$ cat src/hdl/mdfm_pkg.sv
// Constants, register map and state types of the motor driver fault monitor
package mdfm_pkg;
    // ****************************************
    // Register map
    // ****************************************
    localparam logic [3:0]  CFG_OFS        = 4'h0;
    localparam logic [3:0]  SCALE_OFS      = 4'h4;
    localparam logic [3:0]  STATUS_OFS     = 4'h8;
    localparam logic [31:0] CFG_RST        = 32'h0000_0000;
    localparam logic [4:0]  SCALE_RST      = 5'h00;
    // Status word field positions
    localparam int ST_SHORT_A   = 0;
    localparam int ST_SHORT_B   = 1;
    localparam int ST_LS_A      = 2;
    localparam int ST_LS_B      = 3;
    localparam int ST_HS_A      = 4;
    localparam int ST_HS_B      = 5;
    localparam int ST_OL_A      = 6;
    localparam int ST_OL_B      = 7;
    localparam int ST_WARN      = 8;
    localparam int ST_SHUT      = 9;
    localparam int ST_READBACK  = 16;

    // ****************************************
    // Timing
    // ****************************************
    localparam int CLK_NS       = 10;
    localparam int SHORT_DLY0_NS = 3200;
    localparam int SHORT_DLY1_NS = 1600;
    localparam int SHORT_DLY2_NS = 1200;
    localparam int SHORT_DLY3_NS = 800;
    localparam logic [8:0] SHORT_DLY0_CYC = 9'((SHORT_DLY0_NS + CLK_NS - 1) / CLK_NS);
    localparam logic [8:0] SHORT_DLY1_CYC = 9'((SHORT_DLY1_NS + CLK_NS - 1) / CLK_NS);
    localparam logic [8:0] SHORT_DLY2_CYC = 9'((SHORT_DLY2_NS + CLK_NS - 1) / CLK_NS);
    localparam logic [8:0] SHORT_DLY3_CYC = 9'((SHORT_DLY3_NS + CLK_NS - 1) / CLK_NS);
    localparam logic [1:0] SHORT_RETRIES  = 2'h3;

    // ****************************************
    // Types
    // ****************************************
    typedef struct packed {
        logic [17:0] spare;
        logic [2:0]  highGateSlope;
        logic [3:0]  offTimeSetting;
        logic        lowSupplyMode;
        logic        shutdownThresholdSel;
        logic        lowSideShortEnable;
        logic        shortProtectOff;
        logic [1:0]  shortDelaySel;
        logic        highSideSenseBoost;
    } mdfm_cfg_t;

    typedef struct packed {
        logic [1:0] hsCmpLow;
        logic [1:0] hsCmpHigh;
        logic [1:0] lsCmp;
        logic [1:0] chopEvent;
        logic [1:0] coilPolarity;
        logic [1:0] currentBelowSixteenth;
        logic       tempWarn;
        logic       tempAboveRelease;
        logic       tempAbove136;
        logic       tempAbove150;
        logic       supplyBelow7;
        logic       supplyBelow45;
    } mdfm_sense_t;

    typedef struct packed {
        mdfm_cfg_t       cfg;
        logic [4:0]      currentScale;
        logic [1:0][8:0] hsCnt;
        logic [1:0][8:0] lsCnt;
        logic [1:0][1:0] retry;
        logic [1:0]      hsFlag;
        logic [1:0]      lsFlag;
        logic [1:0]      bridgeOff;
        logic [1:0]      olSeen;
        logic [1:0]      olFlag;
        logic [1:0]      polPrev;
        logic            warnFlag;
        logic            shutFlag;
        logic            thermalOff;
        logic            waitReq;
        logic [31:0]     rdData;
        logic [1:0]      bridgeEn;
        logic [2:0]      slopeOut;
        logic            drvOn;
    } mdfm_state_t;

    localparam mdfm_state_t STATE_RST = '{cfg: CFG_RST, currentScale: SCALE_RST,
                                          waitReq: 1'b1, default: '0};
endpackage : mdfm_pkg

$ cat src/hdl/mdfm_top.sv
// Fault supervision logic of a stepper driver with Avalon-MM register access
//
// The Avalon-MM register port and the register addresses are this design's own decisions.
`timescale 1ns/1ns

module mdfm_top
    import mdfm_pkg::*;
(
    input  wire logic        clk,
    input  wire logic        rst,
    input  wire logic        ce,
    input  wire logic [3:0]  address,
    input  wire logic        read,
    input  wire logic        write,
    input  wire logic [31:0] writedata,
    output logic [31:0]      readdata,
    output logic             waitrequest,
    input  wire mdfm_sense_t sense,
    input  wire logic        driverDisableIn,
    output logic [1:0]       bridgeEnable,
    output logic [2:0]       gateSlopeHigh,
    output logic             driverOn
);
    // ****************************************
    // Helpers
    // ****************************************
    function automatic logic [8:0] dlyCycles(input logic [1:0] sel);
        unique case (sel)
            2'h0: dlyCycles = SHORT_DLY0_CYC;
            2'h1: dlyCycles = SHORT_DLY1_CYC;
            2'h2: dlyCycles = SHORT_DLY2_CYC;
            2'h3: dlyCycles = SHORT_DLY3_CYC;
        endcase
    endfunction : dlyCycles

    function automatic logic [31:0] statusWord(input mdfm_state_t s);
        logic [31:0] w;
        w = '0;
        w[ST_SHORT_A]  = s.hsFlag[0] | s.lsFlag[0];
        w[ST_SHORT_B]  = s.hsFlag[1] | s.lsFlag[1];
        w[ST_LS_A]     = s.lsFlag[0];
        w[ST_LS_B]     = s.lsFlag[1];
        w[ST_HS_A]     = s.hsFlag[0];
        w[ST_HS_B]     = s.hsFlag[1];
        w[ST_OL_A]     = s.olFlag[0];
        w[ST_OL_B]     = s.olFlag[1];
        w[ST_WARN]     = s.warnFlag;
        w[ST_SHUT]     = s.shutFlag;
        w[ST_READBACK +: 5] = s.currentScale;
        statusWord = w;
    endfunction : statusWord

    mdfm_state_t st_reg;
    mdfm_state_t st_next;
    logic        uvActive;
    logic        extDisable;
    logic        mosOff;
    logic        busReq;
    logic [1:0]  hsCmp;
    logic [1:0]  hsEvent;
    logic [1:0]  lsEvent;
    logic [8:0]  dly;

    assign uvActive   = st_reg.cfg.lowSupplyMode ? sense.supplyBelow45 : sense.supplyBelow7;
    assign extDisable = driverDisableIn | (st_reg.cfg.offTimeSetting == 4'h0);
    assign mosOff     = extDisable | st_reg.thermalOff;
    assign busReq     = read | write;
    assign dly        = dlyCycles(st_reg.cfg.shortDelaySel);

    // ****************************************
    // Next state
    // ****************************************
    always_comb begin
        st_next = st_reg;
        hsCmp   = '0;
        hsEvent = '0;
        lsEvent = '0;
        // Bus slave: one wait cycle, access done while waitrequest low
        st_next.waitReq = !(busReq && st_reg.waitReq);
        if (busReq && st_reg.waitReq) begin
            unique case (address)
                CFG_OFS:    st_next.rdData = st_reg.cfg;
                SCALE_OFS:  st_next.rdData = {27'h0, st_reg.currentScale};
                STATUS_OFS: st_next.rdData = statusWord(st_reg);
                default:    st_next.rdData = 32'h0;
            endcase
        end
        if (write && !st_reg.waitReq) begin
            if (address == CFG_OFS) begin
                st_next.cfg = mdfm_cfg_t'(writedata);
            end
            if (address == SCALE_OFS) begin
                st_next.currentScale = writedata[4:0];
            end
        end

        // Short detection per coil
        for (int c = 0; c < 2; c++) begin
            hsCmp[c] = st_reg.cfg.highSideSenseBoost ? sense.hsCmpHigh[c] : sense.hsCmpLow[c];
            if (hsCmp[c] && !st_reg.cfg.shortProtectOff && st_reg.drvOn
                && !st_reg.bridgeOff[c]) begin
                st_next.hsCnt[c] = st_reg.hsCnt[c] + 9'h1;
                if (st_next.hsCnt[c] >= dly) begin
                    hsEvent[c]       = 1'b1;
                    st_next.hsCnt[c] = '0;
                end
            end else begin
                st_next.hsCnt[c] = '0;
            end
            if (sense.lsCmp[c] && st_reg.cfg.lowSideShortEnable && st_reg.drvOn
                && !st_reg.bridgeOff[c]) begin
                st_next.lsCnt[c] = st_reg.lsCnt[c] + 9'h1;
                if (st_next.lsCnt[c] >= dly) begin
                    lsEvent[c]       = 1'b1;
                    st_next.lsCnt[c] = '0;
                end
            end else begin
                st_next.lsCnt[c] = '0;
            end
            if (hsEvent[c] || lsEvent[c]) begin
                if (st_reg.retry[c] == SHORT_RETRIES) begin
                    // flag source and switch off bridge
                    st_next.hsFlag[c]    = st_reg.hsFlag[c] | hsEvent[c];
                    st_next.lsFlag[c]    = st_reg.lsFlag[c] | lsEvent[c];
                    st_next.bridgeOff[c] = 1'b1;
                end else begin
                    st_next.retry[c] = st_reg.retry[c] + 2'h1;
                end
            end
            if (mosOff) begin
                st_next.hsFlag[c]    = 1'b0;
                st_next.lsFlag[c]    = 1'b0;
                st_next.bridgeOff[c] = 1'b0;
                st_next.retry[c]     = '0;
                st_next.hsCnt[c]     = '0;
                st_next.lsCnt[c]     = '0;
            end

            st_next.polPrev[c] = sense.coilPolarity[c];
            if (sense.coilPolarity[c] != st_reg.polPrev[c]) begin
                if (!sense.currentBelowSixteenth[c]) begin
                    st_next.olFlag[c] = !st_reg.olSeen[c];
                end
                st_next.olSeen[c] = sense.chopEvent[c];
            end else if (sense.chopEvent[c]) begin
                st_next.olSeen[c] = 1'b1;
            end
        end

        st_next.warnFlag = sense.tempWarn;
        if (st_reg.cfg.shutdownThresholdSel ? sense.tempAbove136 : sense.tempAbove150) begin
            st_next.thermalOff = 1'b1;
            st_next.shutFlag   = 1'b1;
        end else if (!sense.tempAboveRelease) begin
            st_next.thermalOff = 1'b0;
            st_next.shutFlag   = 1'b0;
        end

        st_next.slopeOut = st_reg.cfg.highGateSlope;
        if (st_reg.cfg.highGateSlope != 3'h0 && st_reg.cfg.highGateSlope != 3'h7
            && st_next.warnFlag) begin
            st_next.slopeOut = st_reg.cfg.highGateSlope + 3'h1;
        end

        st_next.drvOn    = !extDisable && !st_next.thermalOff;
        st_next.bridgeEn = {2{st_next.drvOn}} & ~st_next.bridgeOff;

        if (uvActive) begin
            st_next = STATE_RST;
        end
        if (!ce) begin
            st_next = st_reg;
        end
    end

    always_ff @(posedge clk or posedge rst) begin
        if (rst) begin
            st_reg <= STATE_RST;
        end else begin
            st_reg <= st_next;
        end
    end

    assign readdata      = st_reg.rdData;
    assign waitrequest   = st_reg.waitReq;
    assign bridgeEnable  = st_reg.bridgeEn;
    assign gateSlopeHigh = st_reg.slopeOut;
    assign driverOn      = st_reg.drvOn;

    // ****************************************
    // Checks
    // ****************************************
    a_retry_limit:
    assert property (@(posedge clk) disable iff (rst)
        $rose(st_reg.hsFlag[0] | st_reg.lsFlag[0]) |-> $past(st_reg.retry[0]) == 2'h3)
        else $error("short confirmed before three retries");
    a_low_gate:
    assert property (@(posedge clk) disable iff (rst)
        $rose(st_reg.lsFlag[1]) |-> $past(st_reg.cfg.lowSideShortEnable))
        else $error("low-side flag set while detection disabled");
    a_high_gate:
    assert property (@(posedge clk) disable iff (rst)
        $rose(st_reg.hsFlag[0]) |-> !$past(st_reg.cfg.shortProtectOff))
        else $error("high-side flag set while protection off");
    a_flags_clear:
    assert property (@(posedge clk) disable iff (rst)
        ce && mosOff |=> st_reg.hsFlag == 2'h0 && st_reg.lsFlag == 2'h0
                         && st_reg.retry[0] == 2'h0)
        else $error("short state kept with MOSFETs disabled");
    a_bridge_off:
    assert property (@(posedge clk) disable iff (rst)
        (st_reg.hsFlag[1] | st_reg.lsFlag[1]) |-> !bridgeEnable[1])
        else $error("bridge driven after confirmed short");
    a_thermal_hold:
    assert property (@(posedge clk) disable iff (rst)
        ce && st_reg.thermalOff && sense.tempAboveRelease |=> st_reg.thermalOff && !driverOn)
        else $error("driver released above release level");
    a_uv_clear:
    assert property (@(posedge clk) disable iff (rst)
        ce && uvActive |=> st_reg.currentScale == 5'h0 && st_reg.cfg == CFG_RST
                           && bridgeEnable == 2'h0)
        else $error("undervoltage did not clear state");
    a_bus_answer:
    assert property (@(posedge clk) disable iff (rst)
        ce && busReq && waitrequest |=> !waitrequest ##1 (waitrequest || !ce))
        else $error("bus answer timing wrong");
endmodule : mdfm_top

$ cat config.mk
export PLATFORM = sky130hd
export DESIGN_NAME = mdfm_top
export DESIGN_NICKNAME = d
export VERILOG_FILES = /design/src/hdl/mdfm_pkg.sv /design/src/hdl/mdfm_top.sv
export SDC_FILE = /design/constraint.sdc
export NUM_CORES = 1
export LEC_CHECK = 0
export ABC_AREA = 1
export BUFFER_PORTS_ARGS = -buffer_cell sky130_fd_sc_hd__buf_2
export CORE_ASPECT_RATIO = 0.5
export CORE_UTILIZATION = 53
export CTS_CLUSTER_SIZE = 25
export DETAILED_ROUTE_END_ITERATION = 6
export PLACE_DENSITY = 0.77
export SYNTH_ARGS = -nofsm -noshare
export SYNTH_HDL_FRONTEND = slang
export SYNTH_SLANG_ARGS = --single-unit
$ cat constraint.sdc
create_clock -name clk -period 4.11 [get_ports clk]
set_input_delay 0.822 -clock clk [delete_from_list [all_inputs] [get_ports clk]]
set_output_delay 0.822 -clock clk [all_outputs]
set_load 0.005 [all_outputs]
Yosys cells after proc, flatten, opt, wreduce, memory -nomap -nowiden
Cells that the tools add are included.

Output and inout port bits: 39. Register bits: 131. Input port bits: 60. Logic and storage cells: 193.

Bitwise logic cells: 11. Multiplexer cells: 66. $add $sub $neg: 7. Equal/unequal tests: 15. Reductions and logical operators: 56. Order comparisons: 4.

Operator list (count): $mux 131 (1); $mux 9 (12); $pmux 32 s3 (1); $mux 32 (2); $mux 1 (38); $mux 37 (1); $add 9x1->9 const B (4); $ge 9x9->1 (4); $pmux 9 s4 (1); $reduce_and 3->1 (8); $reduce_bool 3->1 (7); $logic_and 1x1->1 (17); $mux 2 (8); $reduce_bool 2->1 (6); $logic_not 1->1 (9); $ne 3x3->1 const B (3); $or 1x1->1 (9); $eq 2x2->1 const B (4); $logic_not 4->1 (2); $reduce_and 2->1 (4); $mux 5 (1); $add 2x1->2 const B (2); $eq 4x3->1 const B (1); $eq 4x4->1 const B (1); 10 further kinds (13).

Logic depth before layout (Yosys ltp)
Gate-level depths: netlist of the first run.

Depth after elaboration: 11. Mapped depth: 20. Gate-level depth less buffers: 20.

Worst setup path before layout of the first run
No wires, ideal clock.

Path kind: reg-to-reg. Start point: reg st_reg[85] in the netlist's numbering. End point: reg st_reg[56] in the netlist's numbering. Library setup time: 0.127 ns. Setup slack: 1.708 ns. Buffers on the path: 0. Arrival time: 2.275 ns. Data required time: 3.983 ns. Cell stages (with the launch flop): 19. Period minus slack after synthesis: 2.402 ns. Cell sequence: dfrtp_1 ha_1 nand2_1 nor2_1 nand3_1 nor2_1 nand2_1 xor2_1 inv_1 ha_1 nand2_1 nor2_1 o21ai_0 nand3_1 nand2_1 nand2_1 nand3_1 nand3_1 o21ai_0.

Longest elaborated chain between the ends: 7.

Ends and longest elaborated chain: start, declared (RTL line mdfm_top.sv:53) `mdfm_state_t st_reg;`; start signal, assigned (RTL line mdfm_top.sv:180) `st_reg <= st_next;`; $add 9x1->9 (RTL line mdfm_top.sv:102) `st_next.hsCnt[c] = st_reg.hsCnt[c] + 9'h1;`; $ge 9x9->1 (RTL line mdfm_top.sv:103) `if (st_next.hsCnt[c] >= dly) begin`; $mux 1 (RTL line mdfm_top.sv:103); $mux 1 (RTL line mdfm_top.sv:100) `if (hsCmp[c] && !st_reg.cfg.shortProtectOff && st_reg.drvOn`; $logic_or 1x1->1 (RTL line mdfm_top.sv:120) `if (hsEvent[c] || lsEvent[c]) begin`; $reduce_bool 3->1 (no line); $reduce_and 3->1 (no line).

Every way passes these cells. A chain may end at the register's enable or synchronous reset.

Final worst setup path of the first run
Start point: reg st_reg[85] in the netlist's numbering. End point: reg st_reg[86] in the netlist's numbering.

Longest elaborated chain between the ends: 6.

Ends and longest elaborated chain: $add 9x1->9 * (RTL line mdfm_top.sv:102); $ge 9x9->1 (RTL line mdfm_top.sv:103); $mux 9 * (RTL line mdfm_top.sv:103); $mux 9 * (RTL line mdfm_top.sv:100); $mux 9 * (RTL line mdfm_top.sv:130) `if (mosOff) begin`; $mux 131 * (RTL line mdfm_top.sv:168) `if (uvActive) begin`.

Mark *: on every way between the ends. The rest lies on a longest branch, timed or not.

==> impl_metrics.env, run 1 <==
export IMPL_antenna_found_initial=0
export IMPL_grt_pass1_vias=5901
export IMPL_drtIter0Drc=459
export IMPL_whs_ns=0.481
export IMPL_finalWorstSetupSlack_ns=1.26
export IMPL_period_needed_ns=2.85
export IMPL_yosysWarningCount=0
export IMPL_preCtsSetupSlack_ns=1.36
export IMPL_arrival_ns=3.18
export IMPL_critPathKind="reg -> reg"
export IMPL_vias_per_cell=5.43
export IMPL_synth_async_reset_ratio_pct=100
export IMPL_synthesis_area_sq_um=7270
export IMPL_num_vias=5968
export IMPL_syn_num_nets=960
export IMPL_total_power_mw=4.29
export IMPL_postRouteAntennaNets=0
export IMPL_layout_nets=1017
export IMPL_cts_tree="yes"
export IMPL_max_cap_violations=0
export IMPL_io_buffers=98
export IMPL_max_vdd_ir_drop_mv=0.376
export IMPL_numPlacedInstances=1067
export IMPL_status="complete, no violations"
export IMPL_drtPass1Iterations=5
export IMPL_p_leak_nw=4.27
export IMPL_hpwlAfterDp_mm=11.2
export IMPL_hold_violations=0
export IMPL_fin_setup_tns_ns=0
export IMPL_crit_fanout=9
export IMPL_core_sq_um=13000
export IMPL_crit_required_ns=4.44
export IMPL_post_cts_setup_buffer_count=0
export IMPL_clockBufferDepth=2
export IMPL_dieHeight_um=84.8
export IMPL_wirelength_mm=16.6
export IMPL_synthDistinctLibCells=44
export IMPL_num_rows=29
export IMPL_ys_flop_type="dfrtp_1"
export IMPL_pin_count=99
export IMPL_rsz0062_at_grt="false"
export IMPL_root_buffer="clkbuf_16"
export IMPL_path_clk_slew_ns=0.06
export IMPL_design_die_area_sq_um=14200
export IMPL_antennaDiodeCount=0
export IMPL_gp_congestion=0.829
export IMPL_setup_viol=0
export IMPL_htree_num_levels=4
export IMPL_fin_crit_sh_pct=69.4
export IMPL_cts_sinks=131
export IMPL_clk_insertion_delay_late_ns=0.42
export IMPL_syn_avg_cell_area_sq_um=8.46
export IMPL_grt_usage_pct=24.6
export IMPL_critPathCaptureType="register"
export IMPL_largest_reg_flops=92
export IMPL_grt_remaining_overflow=0
export IMPL_die_w_um=168
export IMPL_routedWlPerCell_um=15.1
export IMPL_ctsHoldBuffers=0
export IMPL_grt_pass1_wl_mm=27.5
export IMPL_power_density_nw_per_um2=524
export IMPL_drc=0
export IMPL_ys_seq_elements=131
export IMPL_numCtsBuffers=17
export IMPL_ys_seq_area_share_pct=45.1
export IMPL_cts_resized=0
export IMPL_final_max_slew_violation_count=0
export IMPL_netlist_instances=859
export IMPL_relSlewSlack_pct=30.9
export IMPL_fin_cells=1099
export IMPL_fmax_ghz=0.351
export IMPL_skew_ns=0.00907
export IMPL_hp_class="in -> async"
export IMPL_grt_max_degree=79
export IMPL_initial_core_util_pct=55.8
export IMPL_worstMarginPinSlew_ns=1.03
export IMPL_layout_drive_gt1_share_pct=17.3
export IMPL_synth_enable_flop_cells=0
export IMPL_setup_worst_path_start_class="register"
export IMPL_syn_to_final_growth_pct=12.5
export IMPL_reg2reg_depth=15
## power breakdown
part / switching [mW] / total (mW) / internal, mW / leakage (nW)
Sequential: 0.139 / 1.66 / 1.53 / 1.77
Combinational: 0.763 / 1.13 / 0.366 / 2.22
Clock: 0.628 / 1.49 / 0.866 / 0.277
## cells by family (layout without fill, tap and decap cells)
kind of cell | Yosys count | count (layout) | synth area share [%]
mux | 2 | 2 | 0.275
flops | 131 | 131 | 45.1
buf+inv | 239 | 309 | 15.0
fa+ha+maj | 41 | 41 | 7.06
simple gates | 249 | 249 | 16.2
compound gates | 181 | 181 | 14.4
xor+xnor | 16 | 16 | 1.93
## placed cells by master, fill, tap and decap left out, types with 3 or more instances in the layout
| master | n |
|---|---|
| nand3b_4 | 3 |
| nor2_2 | 5 |
| nand3_1 | 70 |
| dfrtp_1 | 130 |
| inv_1 | 171 |
| clkbuf_16 | 17 |
| nand2_1 | 111 |
| o21ai_0 | 46 |
| o22ai_1 | 57 |
| o21ai_1 | 30 |
| buf_2 | 98 |
| inv_6 | 6 |
| clkinv_4 | 3 |
| o31ai_1 | 3 |
| nor2_1 | 35 |
| ha_1 | 41 |
| a22o_1 | 3 |
| nand2_2 | 4 |
| xor2_1 | 14 |
| nand4_1 | 12 |
| a221oi_1 | 3 |
| clkinvlp_4 | 4 |
| a21oi_1 | 28 |
## cell type report
class	instances	area, sq um
fill	1072	4850
sequential	131	3280
multi-input combinational	489	2910
inverter	176	669
timing repair buffer	101	526
clock buffer	18	439
tap	170	213
clock inverter	14	143
## cells in the mapped netlist, types with 2 or more instances
master	instances	area share (%)
o31ai_1	3	0.31
o21ai_0	46	3.2
a221oi_1	3	0.36
a22o_1	3	0.36
xnor2_1	2	0.24
nand3b_4	3	0.83
a21oi_1	28	1.9
nand2_2	4	0.34
nor2_1	35	1.8
nand4_1	12	1.0
nand3_1	70	4.8
o21ai_1	30	2.1
o22ai_1	57	4.9
inv_1	172	8.9
buf_4	41	4.2
nor2_4	2	0.31
inv_4	2	0.17
mux2i_1	2	0.28
a32o_1	2	0.28
inv_2	2	0.10
clkbuf_1	8	0.41
o21ai_2	2	0.24
a21o_1	2	0.21
buf_2	9	0.62
nand2_1	111	5.7
buf_6	3	0.46
dfrtp_1	130	45
xor2_1	14	1.7
nor2_2	5	0.43
buf_1	2	0.10
ha_1	41	7.1
## worst max-delay path, stage by stage, from the launching register on
cell and delay (ns):
dfrtp_1 0.42, ha_1 0.21, nand2_1 0.07, nor2_1 0.15
nand3_1 0.13, nor2_1 0.15, nand2_1 0.09, xor2_1 0.17
inv_1 0.06, ha_1 0.30, a21o_1 0.18, nor2_1 0.09
nand3_1 0.13, nor2_1 0.14, nand3_2 0.22, o21ai_0 0.25
## routing by layer
layer  GRT usage (%)  up-vias  part of all wire, %
met4            10.1        0                  2.2
met2            41.5      165                   48
met1            31.5     2878                   45
li1                -     2890                    -
met3            4.57       35                  4.6
met5               0        -                    0
## worst paths after layout
check / startpoint / to / slack, ns
min in group clk: gateSlopeHigh[1] / gateSlopeHigh[1] / 0.50
min: rst / readdata[14] / 0.48
max: st_reg[85] / st_reg[86] / 1.26
max reg2reg: st_reg[85] / st_reg[86] / 1.26
max in group asynchronous: rst / st_reg[72] / 2.81
min reg2reg: gateSlopeHigh[1] / gateSlopeHigh[1] / 0.50
## metrics by stage
step / area [sq um] / util, %
CTS: 8180 / 62.8
finish: 8180 / 62.8
detailed placement: 7590 / 58.3
global placement: 7590 / 58.3
global route: 8180 / 62.8
floorplan: 7270 / -
No activity file was read; power rests on OpenSTA's default activity.
==> run 2, diff against run 1 <==
==> constraint.sdc (replaced) <==
create_clock -name clk -period 2.3 [get_ports clk]
set_input_delay 0.46 -clock clk [delete_from_list [all_inputs] [get_ports clk]]
set_output_delay 0.46 -clock clk [all_outputs]
set_load 0.005 [all_outputs]
==> run 2 against run 1 <==
The flow now finishes with violations (setup timing). Critical endpoint is now st_reg[49]. Clock skew fell by 0.0017 ns. Non-clock buffer count rose by 66. Cell area rose by 13%. First-iteration DRC count rose by 43%. Via count rose by 12%. Combinational power rose by 120%. Critical path depth rose by 2. Total power rose by 89%.
==> impl_metrics.env, run 2 (synthesized netlist as in run 1, its figures left out) <==
export IMPL_p_comb_share_pct=30.7
export IMPL_relSlewSlack_pct=49.6
export IMPL_die_w_um=168
export IMPL_layout_drive_gt1_share_pct=32.2
export IMPL_routedWlPerCell_um=17.1
export IMPL_drc=0
export IMPL_clockBufferDepth=2
export IMPL_setup_worst_path_start_class="register"
export IMPL_io_buffers=98
export IMPL_gp_congestion=0.829
export IMPL_r2r_start="st_reg[87]"
export IMPL_arrival_ns=3.12
export IMPL_max_stage_delay_ns=0.38
export IMPL_dieHeight_um=84.8
export IMPL_root_buffer="clkbuf_16"
export IMPL_cpLargestDelayFamily="simple AND/OR/NAND/NOR gates"
export IMPL_clk_insertion_delay_late_ns=0.43
export IMPL_failed_checks="setup timing"
export IMPL_hold_violations=0
export IMPL_initial_core_util_pct=55.8
export IMPL_hpwlAfterDp_mm=11.4
export IMPL_finalWorstSetupSlack_ns=-0.483
export IMPL_grt_pass1_vias=6323
export IMPL_design_die_area_sq_um=14200
export IMPL_grt_max_degree=132
export IMPL_preCtsSetupSlack_ns=-0.376
export IMPL_hp_class="in -> async"
export IMPL_fin_cells=1169
export IMPL_postRouteAntennaNets=0
export IMPL_layout_nets=1087
export IMPL_final_core_util_pct=70.7
export IMPL_htree_num_levels=4
export IMPL_r2r_setup_slack_ns=-0.48
export IMPL_p_sw_share_pct=36.8
export IMPL_drtPass1Iterations=5
export IMPL_cts_tree="yes"
export IMPL_rsz0062_at_grt="true"
export IMPL_reg2reg_to="st_reg[49]"
export IMPL_vias_per_cell=5.70
export IMPL_crit_required_ns=2.64
export IMPL_reg2reg_depth=17
export IMPL_mostFrequentLayoutCells="161 x inv_1, 129 x dfrtp_1, 98 x buf_2, 90 x nand2_1, 63 x buf_4"
export IMPL_path_clk_slew_ns=0.07
export IMPL_worstPathCellList="nand3_2 -> inv_2 -> nand4_1 -> or2_4 -> or2_0 -> nand2_1 -> inv_2 -> ha_4 -> nand2_4 -> nor2_4 -> nand3_2 -> nand3_4 -> nand2_4 -> nand2_4 -> buf_6 -> nand3_2 -> a21oi_2"
export IMPL_setup_viol=48
export IMPL_power_density_nw_per_um2=881
export IMPL_cp_num_buf_inv=3
export IMPL_num_vias=6658
export IMPL_grt_remaining_overflow=0
export IMPL_numPlacedInstances=1105
export IMPL_pin_count=99
export IMPL_total_power_mw=8.12
export IMPL_ctsHoldBuffers=0
export IMPL_layout_commonest_cell="inv_1"
export IMPL_cp_slowest_cell="dfrtp_1"
export IMPL_worstMarginPinSlew_ns=0.755
export IMPL_p_leak_nw=4.77
export IMPL_antenna_found_initial=0
export IMPL_cts_sinks=131
export IMPL_final_max_slew_violation_count=0
export IMPL_p_clk_share_pct=32.9
export IMPL_status="complete, but fails checks"
export IMPL_grt_usage_pct=26.9
export IMPL_period_needed_ns=2.78
export IMPL_fin_crit_sh_pct=121
export IMPL_antennaDiodeCount=0
export IMPL_wirelength_mm=20.0
export IMPL_crit_fanout=4
export IMPL_syn_to_final_growth_pct=26.7
export IMPL_core_sq_um=13000
export IMPL_num_rows=29
export IMPL_critPathCaptureType="register"
export IMPL_drtIter0Drc=655
export IMPL_numCtsBuffers=17
export IMPL_fmax_ghz=0.359
export IMPL_skew_ns=0.00741
export IMPL_grt_pass1_wl_mm=30.1
export IMPL_critPathKind="reg -> reg"
export IMPL_seq_power_share_pct=36.4
export IMPL_p_int_mw=5.13
export IMPL_p_sw_mw=2.99
export IMPL_max_vdd_ir_drop_mv=0.604
export IMPL_max_cap_violations=0
export IMPL_largest_reg_flops=92
-- run 2: layout make-up --
| class | instances | area (sq um) |
|---|---|---|
| Fill cell | 890 | 3820 |
| Multi-Input combinational cell | 493 | 3420 |
| Sequential cell | 131 | 3280 |
| Timing Repair Buffer | 167 | 1050 |
| Inverter | 176 | 669 |
| Clock buffer | 18 | 429 |
| Tap cell | 170 | 213 |
| Clock inverter | 14 | 146 |
-- run 2: worst register-to-register path: stages (launching register included) --
cell and delay [ns]:
dfrtp_1 0.38, nand3_2 0.12, inv_2 0.07, nand4_1 0.16
or2_4 0.29, or2_0 0.21, nand2_1 0.12, inv_2 0.07
ha_4 0.27, nand2_4 0.06, nor2_4 0.13, nand3_2 0.11
nand3_4 0.14, nand2_4 0.06, nand2_4 0.10, buf_6 0.10
nand3_2 0.06, a21oi_2 0.21
-- run 2: worst max-delay path by stage --
stage | cells past startpoint | start | to
final | 17 | st_reg[87] | st_reg[49]
after detailed placement | 17 | st_reg[86] | st_reg[56]
after global routing | 17 | st_reg[87] | st_reg[51]
after global placement | 15 | st_reg[85] | st_reg[85]
after CTS | 17 | st_reg[86] | st_reg[56]
after floorplan | 20 | st_reg[85] | bridgeEnable[1]
-- run 2: power groups by stage --
| stage | registers [mW] | logic, mW | clock network (mW) |
|---|---|---|---|
| after floorplan | 2.92 | 1.56 | 0 |
| after global placement | 2.97 | 2.02 | 0 |
| after detailed placement | 2.98 | 2.10 | 0 |
| after CTS | 2.94 | 2.26 | 2.67 |
| after global routing | 3.00 | 2.73 | 2.79 |
| final | 2.95 | 2.49 | 2.67 |
-- run 2: routing by layer --
layer	vias to the layer above	part of all wire [%]	track usage (%)	wire, um
met4	0	3.1	9.51	625
li1	3037	-	-	-
met2	298	48	44.8	9540
met1	3241	43	34.3	8560
met5	-	0	0	0
met3	82	6.2	6.69	1250
-- run 2: through the flow --
stage | TNS, ns | hold slack [ns] | area [sq um]
after floorplan | -0.470 | 0.450 | 7310
after global placement | -2.87 | 0.480 | 7930
after detailed placement | -6.66 | 0.484 | 7930
after CTS | -6.13 | 0.248 | 8740
after global routing | -18.47 | 0.263 | 9210
final | -13.00 | 0.244 | 9210
-- run 2: what timing repair did --
action | in CTS | in global routing
endpoints found under the hold margin | 0 | 0
cloned | 3 | 1
pin swaps | 12 | 38
buffers inserted | 11 | 18
gates resized for setup | 34 | 82
setup endpoints to repair | 40 | 48
==> run 3, diff against run 2 <==
--- a/config.mk
+++ b/config.mk
@@ -12,6 +12,8 @@
 export CTS_CLUSTER_SIZE = 25
 export DETAILED_ROUTE_END_ITERATION = 6
 export PLACE_DENSITY = 0.77
+export SKIP_LAST_GASP = 1
 export SYNTH_ARGS = -nofsm -noshare
 export SYNTH_HDL_FRONTEND = slang
 export SYNTH_SLANG_ARGS = --single-unit
+export TNS_END_PERCENT = 5
==> run 3 against run 2 <==
The flow still finishes with violations (setup timing). Critical path type unchanged. Final cell count up 0.60%. Via count down 0.27%. Sequential power about the same. Worst setup slack better by 0.0026 ns. Die area unchanged. Cell area down 0.19%. Hold slack worse by 0.18 ns. Largest power group unchanged.
==> impl_metrics.env, run 3 (synthesized netlist as in run 1, its figures left out) <==
export IMPL_syn_to_final_growth_pct=26.5
export IMPL_hpwlAfterDp_mm=12.3
export IMPL_mostFrequentLayoutCells="169 x inv_1, 130 x dfrtp_1, 98 x buf_2, 97 x nand2_1, 73 x buf_4"
export IMPL_p_comb_share_pct=30.6
export IMPL_rsz0062_at_grt="true"
export IMPL_relSlewSlack_pct=41.2
export IMPL_skew_ns=0.00921
export IMPL_htree_num_levels=4
export IMPL_p_int_mw=5.11
export IMPL_final_max_slew_violation_count=0
export IMPL_whs_ns=0.0587
export IMPL_postRouteAntennaNets=0
export IMPL_drtPass1Iterations=5
export IMPL_wl_met2_mm=9.70
export IMPL_preCtsSetupSlack_ns=-0.435
export IMPL_p_leak_nw=4.75
export IMPL_path_clk_slew_ns=0.06
export IMPL_clk_insertion_delay_late_ns=0.42
export IMPL_seq_power_share_pct=36.5
export IMPL_p_sw_share_pct=36.9
export IMPL_final_core_util_pct=70.6
export IMPL_largest_reg_flops=92
export IMPL_p_sw_mw=2.99
export IMPL_vias_per_cell=5.65
export IMPL_num_vias=6640
export IMPL_failed_checks="setup timing"
export IMPL_setup_viol=48
export IMPL_dieHeight_um=84.8
export IMPL_highest_layer="met4"
export IMPL_gp_congestion=0.826
export IMPL_finalWorstSetupSlack_ns=-0.480
export IMPL_antenna_found_initial=0
export IMPL_arrival_ns=3.11
export IMPL_drc=0
export IMPL_routedWlPerCell_um=17.0
export IMPL_crit_fanout=5
export IMPL_setup_worst_path_start_class="register"
export IMPL_pin_count=99
export IMPL_layout_nets=1094
export IMPL_drtIter0Drc=532
export IMPL_ctsHoldBuffers=0
export IMPL_io_buffers=98
export IMPL_n_fill_cell=893
export IMPL_grt_pass1_wl_mm=30.1
export IMPL_clockBufferDepth=2
export IMPL_grt_max_degree=43
export IMPL_grt_pass1_vias=6299
export IMPL_power_density_nw_per_um2=881
export IMPL_layout_drive_gt1_share_pct=30.2
export IMPL_wirelength_mm=20.0
export IMPL_cts_sinks=131
export IMPL_die_w_um=168
export IMPL_grt_usage_pct=27.0
export IMPL_max_cap_violations=0
export IMPL_antennaDiodeCount=0
export IMPL_root_buffer="clkbuf_16"
export IMPL_max_vdd_ir_drop_mv=0.600
export IMPL_wl_met3_mm=1.37
export IMPL_period_needed_ns=2.78
export IMPL_core_sq_um=13000
export IMPL_num_rows=29
export IMPL_fin_crit_sh_pct=121
export IMPL_status="complete, but fails checks"
export IMPL_p_clk_share_pct=32.9
export IMPL_initial_core_util_pct=55.8
export IMPL_crit_required_ns=2.63
export IMPL_critPathCaptureType="register"
export IMPL_design_die_area_sq_um=14200
export IMPL_m1WireLength_mm=8.43
export IMPL_grt_remaining_overflow=0
export IMPL_cts_tree="yes"
export IMPL_hp_class="in -> async"
export IMPL_layout_commonest_cell="inv_1"
export IMPL_fmax_ghz=0.360
export IMPL_worstMarginPinSlew_ns=0.882
export IMPL_hold_violations=0
export IMPL_numCtsBuffers=17
export IMPL_critPathKind="reg -> reg"
-- run 3: worst paths after layout --
check | slack [ns] | cells after the start | endpoint | from
worst max-delay path | -0.48 | 18 | st_reg[57] | st_reg[85]
worst min-delay path | 0.06 | 2 | readdata[10] | rst
worst max register to register | -0.48 | 18 | st_reg[57] | st_reg[85]
worst min register to register | 0.49 | 2 | gateSlopeHigh[1] | gateSlopeHigh[1]
max in group asynchronous | 1.63 | 3 | waitrequest | rst
min in group clk | 0.25 | 3 | st_reg[47] | sense[11]
-- run 3: repair_timing --
action,in CTS,in global routing
endpoints found under the setup margin,48,48
buffers inserted,4,10
gates cloned,1,1
pin swaps,16,35
resized for setup,20,81
-- run 3: critical path: stages, from the launching register on --
cell and delay (ns):
dfrtp_1 0.39, buf_6 0.12, ha_4 0.15, nand2_4 0.05
nor2_4 0.09, nand3_2 0.12, nor2_4 0.13, nand2_2 0.09
xor2_2 0.16, inv_1 0.12, ha_4 0.31, nand2_4 0.06
nor2_4 0.13, nand3_2 0.11, nand3_4 0.15, nand2_4 0.06
nand2_4 0.11, nand4_1 0.10, o21ai_0 0.22
-- run 3: cell type report --
cell class	count	area (sq um)	share of cell area (%)
Multi-Input combinational cell	491	3330	36.3
Timing Repair Buffer	176	1130	12.3
Clock inverter	15	143	1.55
Tap cell	170	213	2.31
Sequential cell	131	3280	35.7
Inverter	176	669	7.28
Clock buffer	17	425	4.63
-- run 3: layer usage --
layer / GRT usage (%) / vias up
met5: 0 / -
met4: 10.7 / 0
met3: 5.80 / 59
met2: 45.8 / 321
met1: 34.1 / 3209
li1: - / 3051
-- run 3: power groups by stage --
stage | combinational (mW) | sequential, mW | clock (mW)
detailed placement | 2.15 | 2.98 | 0
finish | 2.48 | 2.95 | 2.66
global placement | 2.08 | 2.96 | 0
floorplan | 1.56 | 2.92 | 0
global route | 2.72 | 2.98 | 2.78
CTS | 2.20 | 2.94 | 2.67
-- run 3: metrics by stage --
| stage | power (mW) | instance area [sq um] | std cells | TNS [ns] |
|---|---|---|---|---|
| after CTS | 7.82 | 8760 | 1165 | -9.52 |
| after detailed placement | 5.13 | 8090 | 1128 | -9.93 |
| after global placement | 5.04 | 8090 | 1128 | -3.84 |
| after global routing | 8.49 | 9190 | 1176 | -20.53 |
| final | 8.10 | 9190 | 1176 | -12.74 |
| after floorplan | 4.48 | 7270 | 859 | -1.14 |
